**src/pkg/pmu_regs.svh**
```systemverilog
`ifndef PMU_REGS_SVH
`define PMU_REGS_SVH
// Operation
// - The unit has exactly five power modes (normal, idle, stop, suspend, sleep) and controls entry and wake from each.
// - Idle halts the CPU with peripherals running, and any interrupt returns to normal.
// - Stop halts the CPU and disables the precision oscillator; only a reset leaves it.
// - Suspend wake resumes at the next instruction without a reset.
// - Sleep gates the clock and stops every oscillator like suspend, gates the supply, wakes like suspend, and the comparator works only in two-cell mode.
// - Setting bit 6 of the power configuration register gates the system clock and stops all internal oscillators.
// - While suspended the CPU, timers, comms and interrupt logic stay frozen until an enabled wake source fires.
// - Wake flags take two clocks to update after suspend wake and read zero meanwhile.
// - Oscillator fail, alarm, port match and comparator rising edge are each enableable wake sources.
// - A reset-pin pulse too short to reset still ends suspend.
// - The configuration register shows a flag for wake by reset-pin falling edge.
// - After any other wake source an immediate return to suspend is accepted.

// Register byte addresses
`define PMU_ADDR_CFG 4'h0
`define PMU_ADDR_CTRL 4'h4
`define PMU_ADDR_IRQ_STAT 4'h8
`define PMU_ADDR_IRQ_MASK 4'hC
// Configuration register fields
`define PMU_CFG_SLEEP_BIT 7
`define PMU_CFG_SUSPEND_BIT 6
`define PMU_CFG_STOP_BIT 5
`define PMU_CFG_IDLE_BIT 4
`define PMU_WAKE_W 5
// Wake flag positions: osc fail, alarm, port match, comparator, reset pin
`define PMU_WK_OSCF 0
`define PMU_WK_ALRM 1
`define PMU_WK_PMAT 2
`define PMU_WK_CMP 3
`define PMU_WK_RSTP 4
// Control register fields
`define PMU_CTRL_TWOCELL_BIT 0
`define PMU_CTRL_SETTLE_BIT 1
`define PMU_CTRL_RSTP_BIT 2
// Reset values
`define PMU_WAKE_EN_RST 5'h00
// Timing
`define PMU_CLK_HZ 20000000
`define PMU_FLAG_SETTLE_CLKS 2
`define PMU_RSTP_HOLD_NS 15000
`define PMU_RSTP_HOLD_CLKS ((`PMU_RSTP_HOLD_NS * (`PMU_CLK_HZ / 1000000) + 999) / 1000)
`endif

```
**src/pkg/pmu_pkg.sv**
```systemverilog
package pmu_pkg;
  typedef enum logic [2:0] {
    PMU_NORMAL = 3'b000,
    PMU_IDLE = 3'b001,
    PMU_STOP = 3'b010,
    PMU_SUSPEND = 3'b011,
    PMU_SLEEP = 3'b100
  } pmu_mode_t;
  typedef struct packed {
    logic osc_fail;
    logic alarm;
    logic port_match;
    logic cmp_out;
    logic rst_pin_n;
  } pmu_wake_in_t;
  typedef struct packed {
    logic clk_gate;
    logic osc_off;
    logic prec_osc_off;
    logic supply_gate;
    logic cpu_halt;
  } pmu_pwr_out_t;
endpackage

```
**src/rtl/pmu_wake_detect.sv**
```systemverilog
`timescale 1ns/1ps
`include "pmu_regs.svh"
module pmu_wake_detect
  import pmu_pkg::*;
(
  input wire logic i_clk,
  input wire logic i_rst,
  input pmu_wake_in_t i_src,
  input wire logic i_cmp_allowed,
  output logic [`PMU_WAKE_W-1:0] o_event
);
  logic cmp_q_reg;
  logic rstp_q_reg;
  always_ff @(posedge i_clk or posedge i_rst) begin
    if (i_rst) begin
      cmp_q_reg <= 1'b0;
      rstp_q_reg <= 1'b1;
    end else begin
      cmp_q_reg <= i_src.cmp_out;
      rstp_q_reg <= i_src.rst_pin_n;
    end
  end
  always_comb begin
    o_event = '0;
    o_event[`PMU_WK_OSCF] = i_src.osc_fail;
    o_event[`PMU_WK_ALRM] = i_src.alarm;
    o_event[`PMU_WK_PMAT] = i_src.port_match;
    o_event[`PMU_WK_CMP] = i_src.cmp_out & ~cmp_q_reg & i_cmp_allowed;
    o_event[`PMU_WK_RSTP] = rstp_q_reg & ~i_src.rst_pin_n;
  end
endmodule

```
**src/rtl/pmu_power_mgmt_unit.sv**
```systemverilog
`timescale 1ns/1ps
`include "pmu_regs.svh"
module pmu_power_mgmt_unit
  import pmu_pkg::*;
#(
  parameter int WAKE_W = `PMU_WAKE_W
)(
  input wire logic I_CLK_SYS,
  input wire logic I_RST,
  input wire logic [3:0] i_avs_address,
  input wire logic i_avs_read,
  input wire logic i_avs_write,
  input wire logic [31:0] i_avs_writedata,
  input wire logic [3:0] i_avs_byteenable,
  output logic [31:0] o_avs_readdata,
  output logic o_avs_waitrequest,
  input pmu_wake_in_t i_wake_src,
  input wire logic i_any_irq,
  input wire logic i_sys_reset_req,
  output pmu_pwr_out_t o_pwr,
  output pmu_mode_t o_mode,
  output logic o_irq
);
  // ****************************************
  // Declarations
  // ****************************************
  pmu_mode_t mode_reg;
  pmu_mode_t mode_next;
  logic [WAKE_W-1:0] wake_en_reg;
  logic [WAKE_W-1:0] wake_flag_reg;
  logic [WAKE_W-1:0] irq_stat_reg;
  logic [WAKE_W-1:0] irq_mask_reg;
  logic [WAKE_W-1:0] wake_ev;
  logic two_cell_reg;
  logic [1:0] settle_reg;
  logic [9:0] rstp_cnt_reg;
  logic ack_reg;
  logic [31:0] rdata_reg;
  logic req;
  logic wr_cfg;
  logic wr_ctrl;
  logic wr_mask;
  logic rd_stat;
  logic susp_cmd;
  logic sleep_cmd;
  logic wake_hit;

  function automatic logic addr_is(input logic [3:0] a, input logic [3:0] ref_a);
    addr_is = (a == ref_a);
  endfunction

  pmu_wake_detect u_detect (
    .i_clk(I_CLK_SYS),
    .i_rst(I_RST),
    .i_src(i_wake_src),
    .i_cmp_allowed((mode_reg != PMU_SLEEP) | two_cell_reg),
    .o_event(wake_ev)
  );

  // ****************************************
  // Avalon slave: one wait cycle per access
  // ****************************************
  assign req = (i_avs_read | i_avs_write) & ~ack_reg;
  assign o_avs_waitrequest = (i_avs_read | i_avs_write) & ~ack_reg;
  assign wr_cfg = i_avs_write & ack_reg & addr_is(i_avs_address, `PMU_ADDR_CFG)
    & i_avs_byteenable[0];
  assign wr_ctrl = i_avs_write & ack_reg & addr_is(i_avs_address, `PMU_ADDR_CTRL)
    & i_avs_byteenable[0];
  assign wr_mask = i_avs_write & ack_reg & addr_is(i_avs_address, `PMU_ADDR_IRQ_MASK)
    & i_avs_byteenable[0];
  assign rd_stat = i_avs_read & ack_reg & addr_is(i_avs_address, `PMU_ADDR_IRQ_STAT);
  assign susp_cmd = wr_cfg & i_avs_writedata[`PMU_CFG_SUSPEND_BIT]
    & (rstp_cnt_reg == 10'h000);
  assign sleep_cmd = wr_cfg & i_avs_writedata[`PMU_CFG_SLEEP_BIT]
    & (rstp_cnt_reg == 10'h000);
  assign wake_hit = |(wake_ev & wake_en_reg);

  always_ff @(posedge I_CLK_SYS or posedge I_RST) begin
    if (I_RST) begin
      ack_reg <= 1'b0;
    end else begin
      ack_reg <= req;
    end
  end

  always_ff @(posedge I_CLK_SYS or posedge I_RST) begin
    if (I_RST) begin
      rdata_reg <= 32'h00000000;
    end else if (req & i_avs_read) begin
      rdata_reg <= 32'h00000000;
      if (addr_is(i_avs_address, `PMU_ADDR_CFG)) begin
        rdata_reg[WAKE_W-1:0] <= (settle_reg != 2'h0) ? '0 : wake_flag_reg;
        rdata_reg[`PMU_CFG_SUSPEND_BIT] <= (mode_reg == PMU_SUSPEND);
        rdata_reg[`PMU_CFG_SLEEP_BIT] <= (mode_reg == PMU_SLEEP);
      end else if (addr_is(i_avs_address, `PMU_ADDR_CTRL)) begin
        rdata_reg[`PMU_CTRL_TWOCELL_BIT] <= two_cell_reg;
        rdata_reg[`PMU_CTRL_SETTLE_BIT] <= (settle_reg != 2'h0);
        rdata_reg[`PMU_CTRL_RSTP_BIT] <= (rstp_cnt_reg != 10'h000);
        rdata_reg[8 +: WAKE_W] <= wake_en_reg;
      end else if (addr_is(i_avs_address, `PMU_ADDR_IRQ_STAT)) begin
        rdata_reg[WAKE_W-1:0] <= irq_stat_reg;
      end else if (addr_is(i_avs_address, `PMU_ADDR_IRQ_MASK)) begin
        rdata_reg[WAKE_W-1:0] <= irq_mask_reg;
      end
    end
  end
  assign o_avs_readdata = rdata_reg;

  // ****************************************
  // Configuration
  // ****************************************
  always_ff @(posedge I_CLK_SYS or posedge I_RST) begin
    if (I_RST) begin
      wake_en_reg <= `PMU_WAKE_EN_RST;
      two_cell_reg <= 1'b0;
    end else if (wr_ctrl) begin
      two_cell_reg <= i_avs_writedata[`PMU_CTRL_TWOCELL_BIT];
      wake_en_reg <= i_avs_writedata[8 +: WAKE_W];
    end
  end

  always_ff @(posedge I_CLK_SYS or posedge I_RST) begin
    if (I_RST) begin
      irq_mask_reg <= '0;
    end else if (wr_mask) begin
      irq_mask_reg <= i_avs_writedata[WAKE_W-1:0];
    end
  end

  // ****************************************
  // Mode state machine
  // ****************************************
  logic low_mode;
  assign low_mode = (mode_reg == PMU_SUSPEND) | (mode_reg == PMU_SLEEP);

  always_comb begin
    mode_next = mode_reg;
    case (mode_reg)
      PMU_NORMAL: begin
        if (sleep_cmd) begin
          mode_next = PMU_SLEEP;
        end else if (susp_cmd) begin
          mode_next = PMU_SUSPEND;
        end else if (wr_cfg & i_avs_writedata[`PMU_CFG_STOP_BIT]) begin
          mode_next = PMU_STOP;
        end else if (wr_cfg & i_avs_writedata[`PMU_CFG_IDLE_BIT]) begin
          mode_next = PMU_IDLE;
        end
      end
      PMU_IDLE: begin
        if (i_any_irq) begin
          mode_next = PMU_NORMAL;
        end
      end
      PMU_STOP: begin
        mode_next = PMU_STOP;
      end
      PMU_SUSPEND: begin
        if (wake_hit) begin
          mode_next = PMU_NORMAL;
        end
      end
      PMU_SLEEP: begin
        if (wake_hit) begin
          mode_next = PMU_NORMAL;
        end
      end
      default: begin
        mode_next = PMU_NORMAL;
      end
    endcase
    if (i_sys_reset_req) begin
      mode_next = PMU_NORMAL;
    end
  end

  always_ff @(posedge I_CLK_SYS or posedge I_RST) begin
    if (I_RST) begin
      mode_reg <= PMU_NORMAL;
    end else begin
      mode_reg <= mode_next;
    end
  end
  assign o_mode = mode_reg;

  always_comb begin
    o_pwr.clk_gate = low_mode;
    o_pwr.osc_off = low_mode;
    o_pwr.prec_osc_off = low_mode | (mode_reg == PMU_STOP);
    o_pwr.supply_gate = (mode_reg == PMU_SLEEP);
    o_pwr.cpu_halt = (mode_reg != PMU_NORMAL);
  end

  // ****************************************
  // Wake flags, settle and reset-pin hold
  // ****************************************
  always_ff @(posedge I_CLK_SYS or posedge I_RST) begin
    if (I_RST) begin
      settle_reg <= 2'h0;
    end else if (low_mode & wake_hit) begin
      settle_reg <= 2'(`PMU_FLAG_SETTLE_CLKS);
    end else if (settle_reg != 2'h0) begin
      settle_reg <= settle_reg - 2'h1;
    end
  end

  always_ff @(posedge I_CLK_SYS or posedge I_RST) begin
    if (I_RST) begin
      wake_flag_reg <= '0;
    end else if (low_mode & wake_hit) begin
      wake_flag_reg <= wake_flag_reg | (wake_ev & wake_en_reg);
    end else if (wr_cfg) begin
      wake_flag_reg <= wake_flag_reg & i_avs_writedata[WAKE_W-1:0];
    end
  end

  always_ff @(posedge I_CLK_SYS or posedge I_RST) begin
    if (I_RST) begin
      rstp_cnt_reg <= 10'h000;
    end else if (low_mode & wake_hit & wake_ev[`PMU_WK_RSTP] & wake_en_reg[`PMU_WK_RSTP]) begin
      rstp_cnt_reg <= 10'(`PMU_RSTP_HOLD_CLKS);
    end else if (rstp_cnt_reg != 10'h000) begin
      rstp_cnt_reg <= rstp_cnt_reg - 10'h001;
    end
  end

  // ****************************************
  // Interrupt status
  // ****************************************
  always_ff @(posedge I_CLK_SYS or posedge I_RST) begin
    if (I_RST) begin
      irq_stat_reg <= '0;
    end else begin
      // Clear only what the read returned; a new event still sets
      irq_stat_reg <= (rd_stat ? (irq_stat_reg & ~rdata_reg[WAKE_W-1:0]) : irq_stat_reg)
        | (low_mode ? (wake_ev & wake_en_reg) : '0);
    end
  end
  assign o_irq = |(irq_stat_reg & irq_mask_reg);
endmodule

```
**config.mk**
```make
export PLATFORM = sky130hd
export DESIGN_NAME = pmu_power_mgmt_unit
export DESIGN_NICKNAME = d
export VERILOG_FILES = /design/src/pkg/pmu_pkg.sv /design/src/rtl/pmu_wake_detect.sv /design/src/rtl/pmu_power_mgmt_unit.sv
export VERILOG_INCLUDE_DIRS = /design/src /design/src/pkg
export SDC_FILE = /design/constraint.sdc
export NUM_CORES = 1
export LEC_CHECK = 0
export BUFFER_PORTS_ARGS = -buffer_cell sky130_fd_sc_hd__buf_2
export CORE_ASPECT_RATIO = 1.2
export CORE_MARGIN = 4
export CORE_UTILIZATION = 40
export DETAILED_ROUTE_END_ITERATION = 8
export GPL_TIMING_DRIVEN = 0
export HOLD_SLACK_MARGIN = 0.05
export PLACE_DENSITY = 0.71
export RECOVER_POWER = 25
export SLEW_MARGIN = 20
export SYNTH_ARGS = -nofsm -noshare
export SYNTH_HDL_FRONTEND = slang
export SYNTH_SLANG_ARGS = --single-unit
```
**constraint.sdc**
```tcl
create_clock -name I_CLK_SYS -period 2.05 [get_ports I_CLK_SYS]
set_input_delay 0.3075 -clock I_CLK_SYS [delete_from_list [all_inputs] [get_ports I_CLK_SYS]]
set_output_delay 0.3075 -clock I_CLK_SYS [all_outputs]
set_load 0.03 [all_outputs]
```
; Word level (Yosys, flattened, before mapping)
; Cells that the tools add are included.
[word_totals]
latch_bits = 0
rom_bits = 0
register_bits = 51
out_inout_bits = 42
inputBits = 51
elab_cells = 100
n_memories = 0
ram_bits = 0
[classes]
bitwise = 37
n_eq_ne = 11
n_mux = 25
n_shift = 0
n_reduce_logical = 13
addsub = 2
div_mod_pow = 0
n_lt_le_gt_ge = 0
n_mul = 0
[op_table]
columns = operator, n
row1 = 5-bit 2-to-1 mux, 10
row2 = 3-bit 2-to-1 mux, 8
row3 = 1-bit bitwise AND, 23
row4 = 5-bit bitwise AND, 4
row5 = 10-bit 2-to-1 mux, 2
row6 = 3-bit case mux with 4 select lines, 1
row7 = 10-bit logical NOT, 1
row8 = 5-bit bitwise OR, 2
row9 = 10-bit nonzero test, 1
row10 = 5-bit OR reduction, 2
row11 = "10-bit by 1-bit subtractor with 10-bit output, second input constant", 1
row12 = "4-bit equality test, second input constant", 2
row13 = 2-bit 2-to-1 mux, 4
row14 = 2-bit nonzero test, 4
row15 = "3-bit by 2-bit equality test with 1-bit output, second input constant", 2
row16 = "3-bit != test, second input constant", 2
row17 = "6-bit != test, second input constant", 1
row18 = 5-bit NOT, 1
row19 = "4-bit by 3-bit equality test with 1-bit output, second input constant", 1
row20 = 4-bit logical NOT, 1
row21 = 1-bit bitwise OR, 4
row22 = "3-bit by 1-bit equality test with 1-bit output, second input constant", 1
row23 = "3-bit equality test, second input constant", 1
row24 = 3-bit logical NOT, 1
row25 = 6 further kinds, 8

; Depth between registers and ports, before layout
; Gate-level depths: netlist of the first run.
[depth]
word_depth = 10
depth_mapped = 8
mapped_depth_nobuf = 7

; Cells and area by module
; From an unflattened synthesis of the first run, not the netlist that was laid out.
[hier_totals]
hier_cells = 272
hier_area_um2 = 2745.1
[modules_own_cells]
columns = module, seq_area_each_um2, n_inst, cells_each, area_per_inst_um2
row1 = pmu_power_mgmt_unit, 1226.2, 1, 264, 2652.5
row2 = pmu_wake_detect, 51.3, 1, 8, 92.6

; Worst setup path after synthesis of the first run
; No wires, ideal clock.
[synth_timing]
path_kind = register to register
start = register rstp_cnt_reg[0]
end = register mode_reg[0] (netlist: o_mode[0])
setup_time_ps = 79
setup_slack_ps = -22
t_arrival_ps = 1992
path_stages_with_launch = 8
n_path_buf = 0
cell_sequence = dfrtp_1 inv_1 ha_1 or4b_1 nor3_4 o211ai_1 a221oi_2 mux2i_1
[synth_between]
elab_chain_len = 6
[synth_rtl]
columns = element, line
row1 = start: declaration, pmu_power_mgmt_unit.sv:36  ; logic [9:0] rstp_cnt_reg;
row2 = start signal: assignment, pmu_power_mgmt_unit.sv:221  ; rstp_cnt_reg <= 10'(`PMU_RSTP_HOLD_CLKS);
row3 = start signal: assignment, pmu_power_mgmt_unit.sv:223  ; rstp_cnt_reg <= rstp_cnt_reg - 10'h001;
row4 = 10-bit logical NOT *, "pmu_power_mgmt_unit.sv:73, pmu_power_mgmt_unit.sv:75"
row5 = 1-bit bitwise AND, pmu_power_mgmt_unit.sv:72  ; assign susp_cmd = wr_cfg & i_avs_writedata[`PMU_CFG_SUSPEND_BIT]
row6 = 3-bit 2-to-1 mux, pmu_power_mgmt_unit.sv:142  ; end else if (susp_cmd) begin
row7 = 3-bit 2-to-1 mux, pmu_power_mgmt_unit.sv:140  ; if (sleep_cmd) begin
row8 = 3-bit case mux with 4 select lines, pmu_power_mgmt_unit.sv:138  ; case (mode_reg)
row9 = 3-bit 2-to-1 mux, pmu_power_mgmt_unit.sv:172  ; if (i_sys_reset_req) begin
row10 = end signal: assignment, pmu_power_mgmt_unit.sv:181  ; mode_reg <= mode_next;
row11 = end: declaration, pmu_power_mgmt_unit.sv:27  ; pmu_mode_t mode_reg;
; Every way passes the cells marked *; elsewhere a longest branch is shown, timed or not.
; A chain may end at the register's enable or synchronous reset.

; Worst setup path in the final report of the first run
[layout_timing]
start = register rstp_cnt_reg[0]
end = register mode_reg[1] (netlist: o_mode[1])
; The elaborated chain is that of the path after synthesis.

==> results.yml, run 1 <==
drt:
  post_drt_wl_per_cell_microns: 14.12
  drt-vias-per-instance: 4.908
  drc: 0
  num_vias: 2086
  drtPass1Iterations: 4
  drtAntennaViolNets: 0
  routed_wl_microns: 6000
  drt_iter0_markers: 70
layout:
  finalNetCount: 393
  fin_util_pct: 51.52
  finalNonFillerCells: 425
  diodes: 0
  drive_above_1_share_pct: 36.47
  largest_reg_flops: 12
  stdcell_area_sq_um: 3301
  syn_to_final_growth_pct: 25.98
global_route:
  antenna_found_initial: 0
  grt_usage_pct: 16.71
  grt_overflow_total: 0
  grt_max_degree: 35
  grt_pass1_vias: 2140
  grt_pass1_wl_microns: 10410
timing:
  post-route-min-period_ps: 2083
  slew_headroom_pct: 54.89
  tns_ps: -32.54
  max_freq_mhz: 480.2
  hold_ws_ps: 86.63
  clock_skew_ps: 9.954
  slew_violations: 0
  rsz0062_at_grt: "yes"
  setup_ws_ps: -32.54
  hold_viol_final: 0
  tightest_slew_ps: 675.9
  setup_viol: 1
  post-route-period-util_pct: 101.6
outcome:
  violations: "setup timing"
  status: "finished, violations left"
floorplan:
  std_cell_rows: 32
  die_h_microns: 96.66
  dieArea_sq_um: 7914
  io_pins: 93
  core_area_sq_um: 6406
  die_w_microns: 81.88
  start_util_pct: 40.90
place:
  numPlacedInstances: 406
  place_ws_ps: -265.6
  hpwl_microns: 4668
  gp_congestion: 0.7937
  placed_cell_area_sq_um: 3067
  port_buffers: 49
synth:
  syn-instance-count: 252
  yosys_warnings: 0
  synth_cell_types: 49
  synth_flop_cell: "dfrtp_1"
  synthAdderAreaFrac_pct: 1.433
  synth_compound_area_share_pct: 14.95
  yosys-top-cells-area: "dfrtp_1 48%, mux2_2 6.4%, buf_4 6.3%"
  syn_area_sq_um: 2620
  synth-seq-cells: 51
  synth-xor-area-share_pct: 2.340
  async_flop_share_pct: 100.0
  synth_edf_count: 0
  avgSynthCellArea_sq_um: 10.40
  synth_top_family_by_area: "simple AND/OR/NAND/NOR gates"
  synthMuxAreaShare_pct: 7.975
  synth-seq-area-share_pct: 48.76
  yosys.area_share.simple_pct: 15.14
  synth_top_area_cell: "dfrtp_1"
  yosys.area.top_type_share_pct: 47.76
power:
  vdd.ir_drop.worst_v: 0.0004078
  p_leak_nw: 1.690
  power_mw: 2.477
  pwr_density_cell_nw_per_um2: 750.5
worst_setup_path:
  r2r_slack_ps: -30
  start_kind: "flip-flop"
  arrival_ps: 2310
  critical_path_class: "reg -> reg"
  end_kind: "flip-flop"
  reg2reg_to: "o_mode[1]"
  rr_startpoint: "rstp_cnt_reg[0]"
  worst-r2r-cell-count: 8
  crit_fanout: 3
  required_ps: 2270
worst_hold_path:
  hp-class: "in -> reg"
  hold_depth: 1
  min-delay-start: "i_wake_src[0]"
  whs_endpoint: "u_detect.rstp_q_reg"
clocking:
  h-tree-depth: 2
  cts-root-buf: "clkbuf_8"
  cts_tree: "built"
  insertion_delay_ps: 310
  cts_buffer_depth: 2
  numCtsBuffers: 5
  clk_pin_slew_ps: 90
  cts.sinks: 51
flow_run:
  drv_cap: 0
layer usage:
| layer | GRT usage, % | wire (microns) | up-vias |
|---|---|---|---|
| met2 | 28.13 | 3067 | 51 |
| met4 | 4.731 | 109 | 0 |
| met5 | 0 | 0 | - |
| met3 | 3.352 | 316 | 12 |
| li1 | - | - | 1032 |
| met1 | 21.39 | 2507 | 991 |
worst max-delay path: stages (launching register included):
cell	delay (ps)
dfrtp_1	400
inv_2	90
ha_4	130
or4b_4	470
nor3_4	160
buf_4	140
a21oi_1	60
or3b_1	360
a22oi_1	190
power breakdown:
group / switching (mW) / total, mW / internal (mW)
combinational: 0.298 / 0.542 / 0.244
clock: 0.346 / 0.709 / 0.364
sequential: 0.102 / 1.23 / 1.12
total: 0.746 / 2.48 / 1.73
synthesized netlist by cell type, types with 2 or more instances:
library cell / number
dfrtp_1: 50
mux2i_1: 4
buf_2: 2
xnor2_1: 5
or3_1: 4
xor2_1: 2
clkbuf_1: 4
nor3_1: 2
nand2b_1: 3
o22a_1: 5
a22oi_1: 5
buf_4: 22
mux2_2: 15
inv_1: 14
nor4_1: 3
nand3b_1: 3
a21oi_1: 8
o21ai_0: 7
and2_1: 2
o31ai_1: 5
ha_1: 3
a22o_1: 7
a21o_1: 6
nand2_1: 22
and3_1: 2
or2_2: 3
nor2_1: 22
timing repair:
item | CTS | global route
resized for setup | 11 | 4
setup endpoints to repair | 21 | 11
hold buffers | 1 | 0
endpoints found under the hold margin | 17 | 0
buffers inserted | 7 | 5
pin swaps | 2 | 4
how the worst max path moves through the flow:
stage                         start   endpoint  slack, ps  cells past startpoint
floorplan           rstp_cnt_reg[0]  o_mode[0]          3                      7
global placement    rstp_cnt_reg[0]  o_mode[0]       -220                      8
detailed placement  rstp_cnt_reg[1]  o_mode[0]       -270                      8
CTS                 rstp_cnt_reg[0]  o_mode[0]        -30                      7
global route        rstp_cnt_reg[0]  o_mode[0]       -160                      9
finish              rstp_cnt_reg[0]  o_mode[1]        -30                      8
cell type report:
cell class	count	area (sq um)
clock buffer	5	68.82
buffer	27	192.7
timing repair buffer	62	347.8
clock inverter	3	43.79
multi-input combinational	178	1210
sequential	51	1279
tap	85	106.4
inverter	14	52.55
fill	624	3105
placed cells by master, fill, tap and decap left out, types with 6 or more instances in the layout:
cell | synthesis | final
a21o_1 | 6 | 6
a21oi_1 | 8 | 8
a22o_1 | 7 | 7
buf_2 | 2 | 46
buf_4 | 22 | 35
conb_1 | 1 | 20
dfrtp_1 | 50 | 49
inv_1 | 14 | 11
mux2_2 | 15 | 15
nand2_1 | 22 | 22
nor2_1 | 22 | 22
o21ai_0 | 7 | 7
cells by family after synthesis:
| kind of cell | Yosys count |
|---|---|
| xor+xnor | 7 |
| other cells | 1 |
| flops | 51 |
| simple gates | 76 |
| fa+ha+maj | 3 |
| buf+inv | 42 |
| mux | 19 |
| compound gates | 53 |
Power figures use the tool's default switching activity.
==> run 2, diff against run 1 <==
--- a/config.mk
+++ b/config.mk
@@ -7,14 +7,17 @@
 export NUM_CORES = 1
 export LEC_CHECK = 0
 export BUFFER_PORTS_ARGS = -buffer_cell sky130_fd_sc_hd__buf_2
+export CAP_MARGIN = 40
 export CORE_ASPECT_RATIO = 1.2
 export CORE_MARGIN = 4
 export CORE_UTILIZATION = 40
+export CTS_BUF_LIST = sky130_fd_sc_hd__clkbuf_16
 export DETAILED_ROUTE_END_ITERATION = 8
 export GPL_TIMING_DRIVEN = 0
 export HOLD_SLACK_MARGIN = 0.05
 export PLACE_DENSITY = 0.71
 export RECOVER_POWER = 25
+export REMOVE_ABC_BUFFERS = 1
 export SLEW_MARGIN = 20
 export SYNTH_ARGS = -nofsm -noshare
 export SYNTH_HDL_FRONTEND = slang
==> run 2 against run 1 <==
  * The flow still finishes with violations (setup timing)
  * Combinational power down 11%
  * Core utilization down 3.2 points
  * Routed wire length down 0.42%
  * Sequential share of layout area up 2.6 points
  * Critical path depth down 1
  * Sequential power about the same
  * Clock skew down 3.7 ps
  * Fmax down 0.31%
  * First-iteration DRC count up 23%
  * Global-route usage down 0.72 points
  * Final cell count down 7.3%
  * Die area unchanged
  * Largest cell class unchanged
==> results.yml, run 2 (synthesized netlist as in run 1, its figures left out) <==
worst_setup_path:
  worstPathCellList: "inv_2 -> ha_4 -> or4b_4 -> nor3_4 -> o211ai_1 -> a221oi_2 -> mux2i_1"
  required_ps: 2260
  start_kind: "flip-flop"
  arrival_ps: 2300
  critical_path_class: "reg -> reg"
  crit_slowest_cell: "or4b_4"
  end_kind: "flip-flop"
  crit_fanout: 4
  slowest_delay_ps: 470
outcome:
  status: "finished, violations left"
  violations: "setup timing"
timing:
  post-route-min-period_ps: 2089
  slew_violations: 0
  hold_viol_final: 0
  setup_ws_ps: -39.12
  slew_headroom_pct: 43.98
  rsz0062_at_grt: "yes"
  setup_viol: 2
  tightest_slew_ps: 839.3
  clock_skew_ps: 6.287
  hold_ws_ps: 120.1
  post-route-period-util_pct: 101.9
  max_freq_mhz: 478.7
place:
  port_buffers: 50
  hpwl_microns: 4414
  gp_congestion: 0.8320
  place_ws_ps: -562.2
floorplan:
  start_util_pct: 40.90
  io_pins: 93
  die_h_microns: 96.66
  core_area_sq_um: 6406
  dieArea_sq_um: 7914
  std_cell_rows: 32
  die_w_microns: 81.88
drt:
  topRoutingLayerUsed: "met4"
  drt-vias-per-instance: 5.162
  num_vias: 2034
  wl_met1_microns: 2545
  post_drt_wl_per_cell_microns: 15.16
  drtPass1Iterations: 4
  wl_met3_microns: 321
  drt_iter0_markers: 86
  drtAntennaViolNets: 0
  drc: 0
  routed_wl_microns: 5975
  met2WireLength_microns: 3065
layout:
  layout_common_cells: "49 x dfrtp_1, 46 x buf_2, 22 x nand2_1"
  largest_reg_flops: 12
  finalNetCount: 362
  fill_cells: 622
  syn_to_final_growth_pct: 18.10
  diodes: 0
  regArea_sq_um: 1279
  multi_input_area_sq_um: 1201
  drive_above_1_share_pct: 30.74
  mostFrequentLayoutCell: "dfrtp_1"
clocking:
  hold_buffers: 0
  cts_tree: "built"
  h-tree-depth: 2
  cts-root-buf: "clkbuf_16"
  numCtsBuffers: 5
  cts.sinks: 51
  cts_buffer_depth: 2
  insertion_delay_ps: 290
  clk_pin_slew_ps: 70
worst_hold_path:
  hp-class: "in -> reg"
global_route:
  grt_overflow_total: 0
  grt_pass1_wl_microns: 10010
  antenna_found_initial: 0
  grt_pass1_vias: 2050
  grt_max_degree: 30
  grt_usage_pct: 15.99
power:
  p_leak_nw: 1.541
  pwr_density_cell_nw_per_um2: 813.8
  vdd.ir_drop.worst_v: 0.0004239
flow_run:
  drv_cap: 0
==> run 2: cell count changes in the layout (fill, tap and decap cells not counted), moves of 3 or more <==
cell	delta
buf_4	-27
clkbuf_16	+5
clkbuf_8	-5
clkbuf_1	-3
==> run 2: final timing paths <==
check	from	slack [ps]	end	depth (start not counted)
min reg2reg	o_avs_readdata[6]	480	o_avs_readdata[6]	2
max	rstp_cnt_reg[0]	-40	o_mode[0]	7
min	i_wake_src[0]	120	u_detect.rstp_q_reg	1
max reg2reg	rstp_cnt_reg[0]	-40	o_mode[0]	7
min in group asynchronous	I_RST	180	wake_en_reg[1]	2
max in group asynchronous	I_RST	610	rstp_cnt_reg[4]	3
==> run 2: worst max-delay path: cells and delay by family (launching register included) <==
kind / cells / cell delay (ps)
compound gates: 2 / 540
fa+ha+maj: 1 / 130
buf+inv: 1 / 80
flops: 1 / 380
mux: 1 / 220
simple gates: 2 / 670
==> run 2: timing repair <==
action / CTS / global route
setup endpoints to repair: 19 / 13
resized for setup: 11 / 4
buffers inserted: 5 / 2
pin swaps: 3 / 5
==> run 2: area by class of cell <==
class,instances,share of cell area (%)
clock buffer,5,4.044
clock inverter,3,0.5257
inverter,14,1.698
multi-input combinational,178,38.82
sequential,51,41.33
tap,85,3.437
timing repair buffer,58,10.15
==> run 2: routing by layer <==
layer  vias up  global-route usage, %
li1        962                      -
met1      1010                  20.53
met2        56                  26.88
met3         6                  3.538
met4         0                  3.964
met5         -                      0
==> run 2: per-stage QoR <==
step / cell area (sq um) / utilization, % / instances / setup TNS [ps] / power, mW
CTS: 3083 / 48.13 / 392 / -50.82 / 2.532
detailed placement: 2878 / 44.92 / 379 / -2882 / 1.726
global route: 3094 / 48.30 / 394 / -287.7 / 2.662
finish: 3094 / 48.30 / 394 / -58.78 / 2.518
global placement: 2858 / 44.61 / 378 / -9188 / 1.705
floorplan: 2501 / - / 243 / -798.1 / 1.586
==> run 2: power by group <==
| group | switching, mW | internal (mW) |
|---|---|---|
| sequential | 0.109 | 1.13 |
| clock | 0.355 | 0.446 |
| combinational | 0.278 | 0.203 |
| total | 0.743 | 1.78 |
